### src/hw/cfgs_consts.vh
// Constants for the configuration status register block.
// Assumes inclusion by bare name from the design files.
`ifndef CFGS_CONSTS_VH
`define CFGS_CONSTS_VH
`define CFGS_WIDTH_LSB      25
`define CFGS_WIDTH_MSB      26
`define CFGS_PHASE_LSB      18
`define CFGS_PHASE_MSB      20
`define CFGS_OVERTEMP_BIT   17
`define CFGS_SECURITY_BIT   16
`define CFGS_IDERR_BIT      15
`define CFGS_DONE_PIN_BIT   14
`define CFGS_DONE_INT_BIT   13
`define CFGS_INIT_PIN_BIT   12
`define CFGS_INIT_INT_BIT   11
`define CFGS_MODE_LSB       8
`define CFGS_MODE_MSB       10
`define CFGS_GWE_BIT        6
`define CFGS_GTS_BIT        5
`define CFGS_EOS_BIT        4
`define CFGS_CAL_BIT        3
`define CFGS_LOCK_BIT       2
`define CFGS_DEC_BIT        1
`define CFGS_CRC_BIT        0
`define CFGS_BW_X1          2'h0
`define CFGS_BW_X8          2'h1
`define CFGS_BW_X16         2'h2
`define CFGS_BW_X32         2'h3
`define CFGS_STAT_RESET     32'h00000000
`define CFGS_NUM_BANKS      8
`define CFGS_NUM_CLKGEN     8
`endif

### src/hw/cfgs_status.v
// Read-only configuration status register for the configuration port.
// Assumes all status sources arrive on core_clk_i except the pins and straps.
//
// What this block does
// - Bus width field at bits 26 to 25.
// - Parallel modes load x8 after strap sampling.
// - Access port width shown after configuration.
// - Authentication forces width to thirty-two.
// - Start-up phase Gray coded at 20:18.
// - Bit 15 flags frame write without check.
// - Bit 14 shows completion pin level.
// - Bit 13 shows completion pin release.
// - Bit 12 shows initialization pin level.
// - Bit 11 shows initialization finished.
// - Bits 10 to 8 show mode straps.
// - Bit 6 shows global write enable.
// - Bit 5 shows I/O tri-state release.
// - Bit 4 shows start-up finished.
// - Bit 3 ANDs bank calibration matches.
// - Bit 2 ANDs clock generator locks.
// - Bit 1 shows decryption security set.
// - Host reads return current flag values.
`timescale 1ns/10ps
`include "cfgs_consts.vh"
module cfgs_status (
    // Clock and reset.
    input  wire        core_clk_i,
    input  wire        reset_i,
    // Host read port.
    input  wire        rd_en_i,
    input  wire        wr_en_i,
    input  wire [31:0] wr_data_i,
    output reg  [31:0] rd_data_o,
    output wire        rd_valid_o,
    // External pins and straps.
    input  wire        done_pin_i,
    input  wire        init_pin_i,
    input  wire [2:0]  mode_pins_i,
    // Width sources.
    input  wire        straps_sampled_i,
    input  wire        parallel_mode_i,
    input  wire        width_detect_valid_i,
    input  wire [1:0]  width_detect_i,
    input  wire        access_port_en_i,
    input  wire [1:0]  access_port_width_i,
    input  wire        config_done_i,
    input  wire        rsa_auth_i,
    // Start-up and global states.
    input  wire [2:0]  startup_phase_i,
    input  wire        frame_write_i,
    input  wire        id_check_ok_i,
    input  wire        done_release_i,
    input  wire        init_done_i,
    input  wire        global_write_en_i,
    input  wire        io_release_i,
    input  wire        startup_finished_i,
    input  wire [7:0]  bank_cal_match_i,
    input  wire [7:0]  bank_has_cal_i,
    input  wire [7:0]  clk_gen_locked_i,
    input  wire [7:0]  clk_gen_used_i,
    input  wire        decrypt_set_i,
    input  wire        over_temp_i,
    input  wire        security_err_i,
    input  wire        crc_err_i,
    // Status snapshot.
    output wire [31:0] status_o
);
    reg  [1:0]  bus_width;
    reg  [1:0]  next_bus_width;
    reg         id_mismatch;
    reg         rd_pend;
    reg  [31:0] stat;
    wire [1:0]  pins_q;
    wire [2:0]  mode_q;
    wire [2:0]  phase_code;
    wire [7:0]  cal_terms;
    wire [7:0]  lock_terms;
    wire        cal_all;
    wire        lock_all;
    genvar g;

    // Pins and straps come from outside the clock domain.
    cfgs_sync #(
        .W (2)
    ) u_pin_sync (
        .core_clk_i (core_clk_i),
        .reset_i    (reset_i),
        .async_i    ({done_pin_i, init_pin_i}),
        .level_o    (pins_q)
    );

    cfgs_sync #(
        .W (3)
    ) u_mode_sync (
        .core_clk_i (core_clk_i),
        .reset_i    (reset_i),
        .async_i    (mode_pins_i),
        .level_o    (mode_q)
    );

    // Phase encoder.
    cfgs_gray u_gray (
        .phase_i (startup_phase_i),
        .code_o  (phase_code)
    );

    // Banks without calibration and unused generators count as matched.
    generate
        for (g = 0; g < `CFGS_NUM_BANKS; g = g + 1) begin : terms
            assign cal_terms[g]  = bank_cal_match_i[g] | ~bank_has_cal_i[g];
            assign lock_terms[g] = clk_gen_locked_i[g] | ~clk_gen_used_i[g];
        end
    endgenerate
    assign cal_all  = &cal_terms;
    assign lock_all = &lock_terms;

    // Width selection; authentication wins over every other source.
    always @* begin
        next_bus_width = bus_width;
        if (rsa_auth_i) begin
            next_bus_width = `CFGS_BW_X32;
        end else if (access_port_en_i && config_done_i) begin
            next_bus_width = access_port_width_i;
        end else if (width_detect_valid_i) begin
            next_bus_width = width_detect_i;
        end else if (straps_sampled_i && parallel_mode_i) begin
            next_bus_width = `CFGS_BW_X8;
        end
    end

    always @(posedge core_clk_i) begin
        if (reset_i) begin
            bus_width <= `CFGS_BW_X1;
        end else begin
            bus_width <= next_bus_width;
        end
    end

    // Identity error is sticky until configuration reset.
    always @(posedge core_clk_i) begin
        if (reset_i) begin
            id_mismatch <= 1'b0;
        end else if (frame_write_i && !id_check_ok_i) begin
            id_mismatch <= 1'b1;
        end
    end

    // Assemble the word; unnamed positions stay zero.
    always @(posedge core_clk_i) begin
        if (reset_i) begin
            stat <= `CFGS_STAT_RESET;
        end else begin
            stat <= 32'h00000000;
            stat[`CFGS_WIDTH_MSB:`CFGS_WIDTH_LSB] <= bus_width;
            stat[`CFGS_PHASE_MSB:`CFGS_PHASE_LSB] <= phase_code;
            stat[`CFGS_OVERTEMP_BIT] <= over_temp_i;
            stat[`CFGS_SECURITY_BIT] <= security_err_i;
            stat[`CFGS_IDERR_BIT]    <= id_mismatch;
            stat[`CFGS_DONE_PIN_BIT] <= pins_q[1];
            stat[`CFGS_DONE_INT_BIT] <= done_release_i;
            stat[`CFGS_INIT_PIN_BIT] <= pins_q[0];
            stat[`CFGS_INIT_INT_BIT] <= init_done_i;
            stat[`CFGS_MODE_MSB:`CFGS_MODE_LSB] <= mode_q;
            stat[`CFGS_GWE_BIT]      <= global_write_en_i;
            stat[`CFGS_GTS_BIT]      <= io_release_i;
            stat[`CFGS_EOS_BIT]      <= startup_finished_i;
            stat[`CFGS_CAL_BIT]      <= cal_all;
            stat[`CFGS_LOCK_BIT]     <= lock_all;
            stat[`CFGS_DEC_BIT]      <= decrypt_set_i;
            stat[`CFGS_CRC_BIT]      <= crc_err_i;
        end
    end

    // Read returns the word one cycle after the request; writes are dropped.
    always @(posedge core_clk_i) begin
        if (reset_i) begin
            rd_data_o <= 32'h00000000;
            rd_pend   <= 1'b0;
        end else begin
            rd_pend <= rd_en_i;
            if (rd_en_i) begin
                rd_data_o <= stat;
            end
        end
    end

    // Write strobe and data are accepted and ignored by design.
    assign rd_valid_o = rd_pend;
    assign status_o   = stat;
endmodule

### src/hw/cfgs_sync.v
// Three-stage synchroniser bank for pins from outside the clock domain.
// Assumes one clock; a change is accepted once stages two and three agree.
`timescale 1ns/10ps
module cfgs_sync #(
    parameter W = 1
) (
    // Clock and reset.
    input  wire         core_clk_i,
    input  wire         reset_i,
    // Raw and filtered levels.
    input  wire [W-1:0] async_i,
    output reg  [W-1:0] level_o
);
    reg [W-1:0] stage1;
    reg [W-1:0] stage2;
    reg [W-1:0] stage3;
    genvar g;

    // Stage one feeds only stage two, so metastability never reaches logic.
    generate
        for (g = 0; g < W; g = g + 1) begin : bit_sync
            always @(posedge core_clk_i) begin
                if (reset_i) begin
                    stage1[g]  <= 1'b0;
                    stage2[g]  <= 1'b0;
                    stage3[g]  <= 1'b0;
                    level_o[g] <= 1'b0;
                end else begin
                    stage1[g] <= async_i[g];
                    stage2[g] <= stage1[g];
                    stage3[g] <= stage2[g];
                    if (stage2[g] == stage3[g]) begin
                        level_o[g] <= stage3[g];
                    end
                end
            end
        end
    endgenerate
endmodule

### src/hw/cfgs_gray.v
// Binary to Gray encoder for the start-up phase number.
// Assumes the phase number is a registered value on the same clock.
`timescale 1ns/10ps
module cfgs_gray (
    // Phase number in binary.
    input  wire [2:0] phase_i,
    // Phase in Gray code.
    output wire [2:0] code_o
);
    // Adjacent phases differ in one bit, so a torn read is off by one phase.
    assign code_o = phase_i ^ {1'b0, phase_i[2:1]};
endmodule

### config.mk
export PLATFORM = sky130hd
export DESIGN_NAME = cfgs_status
export DESIGN_NICKNAME = d
export VERILOG_FILES = /design/src/hw/cfgs_status.v /design/src/hw/cfgs_sync.v /design/src/hw/cfgs_gray.v
export VERILOG_INCLUDE_DIRS = /design/src /design/src/hw
export SDC_FILE = /design/constraint.sdc
export NUM_CORES = 1
export LEC_CHECK = 0
export ABC_AREA = 1
export BUFFER_PORTS_ARGS = -buffer_cell sky130_fd_sc_hd__buf_2
export CAP_MARGIN = 20
export CORE_ASPECT_RATIO = 0.6
export CORE_MARGIN = 2
export CORE_UTILIZATION = 42
export DETAILED_ROUTE_END_ITERATION = 8
export GPL_TIMING_DRIVEN = 0
export PLACE_DENSITY = 0.81
export SLEW_MARGIN = 20
export SYNTH_ARGS = -nofsm -noshare
export SYNTH_HDL_FRONTEND = slang
export SYNTH_SLANG_ARGS = --single-unit
### constraint.sdc
create_clock -name core_clk_i -period 0.83 [get_ports core_clk_i]
set_input_delay 0.166 -clock core_clk_i [delete_from_list [all_inputs] [get_ports core_clk_i]]
set_output_delay 0.166 -clock core_clk_i [all_outputs]
set_load 0.02 [all_outputs]
==> flow_summary.yaml <==
floorplan:
  die_w_um: 103.8
  ioPinCount: 162
  dieArea_sq_um: 6631
  core_area_sq_um: 5675
  start_util_pct: 44.22
  die_height_um: 63.88
  num_rows: 21
placement:
  dp_cells: 529
  place_area_sq_um: 3222
  gp_congestion: 0.7923
  port_buffers: 108
  dp_hpwl_um: 4290
run_status:
  violations: "negative setup slack"
  status: "complete, but fails checks"
yosys:
  yosysTopAreaCellShare_pct: 54.24
  synth_area_leader_cell: "dfxtp_1"
  ys_seq_elements: 68
  syn_inst: 322
  synth_area_sq_um: 2510
  synth_area_per_cell_sq_um: 7.795
  ys_warn_count: 0
  seq_area_frac_synth_pct: 54.24
  synth.distinct_cells: 19
  synthTopCellsByArea: "dfxtp_1 (54%), nor2_1 (15%), inv_1 (8.1%)"
global_routing:
  grt_pass1_wl_um: 9915
  grt_max_degree: 12
  grt_pass1_vias: 2236
  grt_remaining_overflow: 0
  grt_usage_pct: 18.91
  antenna_found_initial: 0
clock_tree:
  clock_path_buffers: 2
  root_buffer: "clkbuf_8"
  cts.sinks: 68
  h-tree-depth: 3
  cts_tree: "built"
  cts.reportedPaths.clkPinSlew_ns: 0.07
  clock_latency_ns: 0.33
  numCtsBuffers: 9
setup_path:
  start_kind: "register"
  slowest_delay_ns: 0.36
  cpMaxStageDelayCell: "dfxtp_2"
  cp.required_ns: 0.66
  crit_family: "flip-flops"
  crit_path_max_fanout: 2
  worstSetupEndpointType: "output port"
  worst-path-buf-inv: 1
  critPathKind: "reg2out"
  arrival_ns: 0.82
  crit_chain: "buf_6"
finish:
  finalNetCount: 561
  fillers: 476
  drive_gt1_share_pct: 44.14
  area_delta_synth_final_pct: 51.10
  num_antenna_cells: 0
  multi_input_area_sq_um: 779.5
  fin_util_pct: 66.82
  seq_area_sq_um: 1418
  final_cells: 549
  fin_area_sq_um: 3792
detailed_routing:
  routed_via_density: 4.215
  vias: 2314
  drc: 0
  wl_per_cell_um: 10.79
  ant_nets: 0
  drt_wl_total_um: 5926
  drtIter0Drc: 73
  drt_pass1_iterations: 4
pwr:
  leakagePower_nw: 2.002
  vdd_drop_max_mv: 0.9926
  power.density_nw_per_um2: 1929
timing:
  fmax_ghz: 1.019
  finalHoldViolations: 0
  setup_viol: 45
  setup_ws_ns: -0.1515
  slew_violations: 0
  rsz0062_at_grt: "true"
  fin_crit_sh_pct: 118.2
  period_needed_ns: 0.9814
  skew_ns: 0.004564
flow_run:
  cap_violations: 0
hold_path:
  hold_path_class: "in2reg"
==> per-layer routing <==
layer / routed length, um / share of wire (%) / track usage [%] / up-vias
met4: 76 / 1.3 / 6.588 / 0
met3: 512 / 8.6 / 7.143 / 9
met1: 2519 / 43 / 21.19 / 1023
met2: 2817 / 48 / 33.39 / 89
li1: - / - / - / 1193
met5: 0 / 0 / 0 / -
==> synth_stat cells <==
cell type / number
nor2_1: 99
dfxtp_1: 68
inv_1: 54
nand2_1: 28
buf_4: 22
o21ai_0: 22
a21oi_1: 7
buf_6: 3
clkbuf_2: 3
nor2_2: 3
nand3_1: 2
nand4_1: 2
o22ai_1: 2
xnor2_1: 2
buf_2: 1
buf_8: 1
conb_1: 1
inv_2: 1
nor2_4: 1
==> timing repair <==
| action | CTS | global route |
|---|---|---|
| resized for setup | 135 | 0 |
| cloned | 0 | 0 |
| pin swaps | 0 | 0 |
| setup buffers | 4 | 0 |
| hold buffers | 0 | 0 |
| endpoints found under the setup margin | 45 | 45 |
==> report_power, final <==
part	internal (W)	switching, W	total, W
Clock	0.00154	0.00115	0.00269
Combinational	0.000521	0.000566	0.00109
Sequential	0.00344	0.0000938	0.00353
Total	0.00550	0.00181	0.00732
==> placed cells by master (no fill, tap or decap), drive strengths merged <==
master    Yosys  routed
nand3         2       2
conb          1      20
inv          55      55
o22ai         2       2
nand2        28      28
buf          27     139
clkbuf        3      15
dfxtp        68      68
a21oi         7       7
clkinv        0       2
nand4         2       2
clkinvlp      0       1
o21ai        22      22
bufinv        0       1
nor2        103     103
xnor2         2       2
==> through the flow <==
stage / power [W] / setup TNS [ns] / hold WS, ns / setup WS (ns)
after floorplan: 0.004152 / 0 / 0.2730 / 0.1500
after global placement: 0.004473 / -2.865 / 0.3660 / -0.1042
after detailed placement: 0.004497 / -3.213 / 0.3743 / -0.1245
after CTS: 0.007380 / -5.914 / 0.01848 / -0.1543
after global routing: 0.007666 / -6.791 / 0.02487 / -0.1774
final: 0.007315 / -5.180 / 0.03046 / -0.1515
==> flip-flops by register name, indices dropped and copies added (netlist names), 2 cells and up <==
signal               flops
rd_data_o               22
status_o                22
u_mode_sync.level_o      3
u_mode_sync.stage1       3
u_mode_sync.stage2       3
u_mode_sync.stage3       3
bus_width                2
u_pin_sync.level_o       2
u_pin_sync.stage1        2
u_pin_sync.stage2        2
u_pin_sync.stage3        2
==> cells by family (layout without fill, tap and decap cells) <==
logic type	count (synthesis)	in the layout	share of synthesized area, %
xor+xnor	2	2	0.6980
compound gates	31	31	6.281
flops	68	68	54.24
simple gates	135	135	21.09
other cells	1	20	0.1494
buf+inv	85	213	17.55
==> path summary, 6_finish.rpt <==
check	from	endpoint	slack (ns)	depth (start not counted)
hold reg to reg	u_pin_sync.stage1[0]$_SDFF_PP0_	u_pin_sync.stage2[0]$_SDFF_PP0_	0.41	2
setup reg to reg	status_o[11]$_SDFF_PP0_	rd_data_o[11]$_SDFFE_PP0P_	0.13	3
hold / removal	decrypt_set_i	status_o[1]$_SDFF_PP0_	0.03	3
setup / recovery	rd_data_o[3]$_SDFFE_PP0P_	rd_data_o[3]	-0.15	1
==> area by class of cell <==
cell class                      count  area share (%)
Clock inverter                      4           1.254
Buffer                             30           6.170
Tap cell                           80           2.639
Clock buffer                       12           4.091
Multi-Input combinational cell    188           20.55
Sequential cell                    68           37.38
Inverter                           55           5.444
Timing Repair Buffer              112           22.47
(Power assumes the default switching activity.)
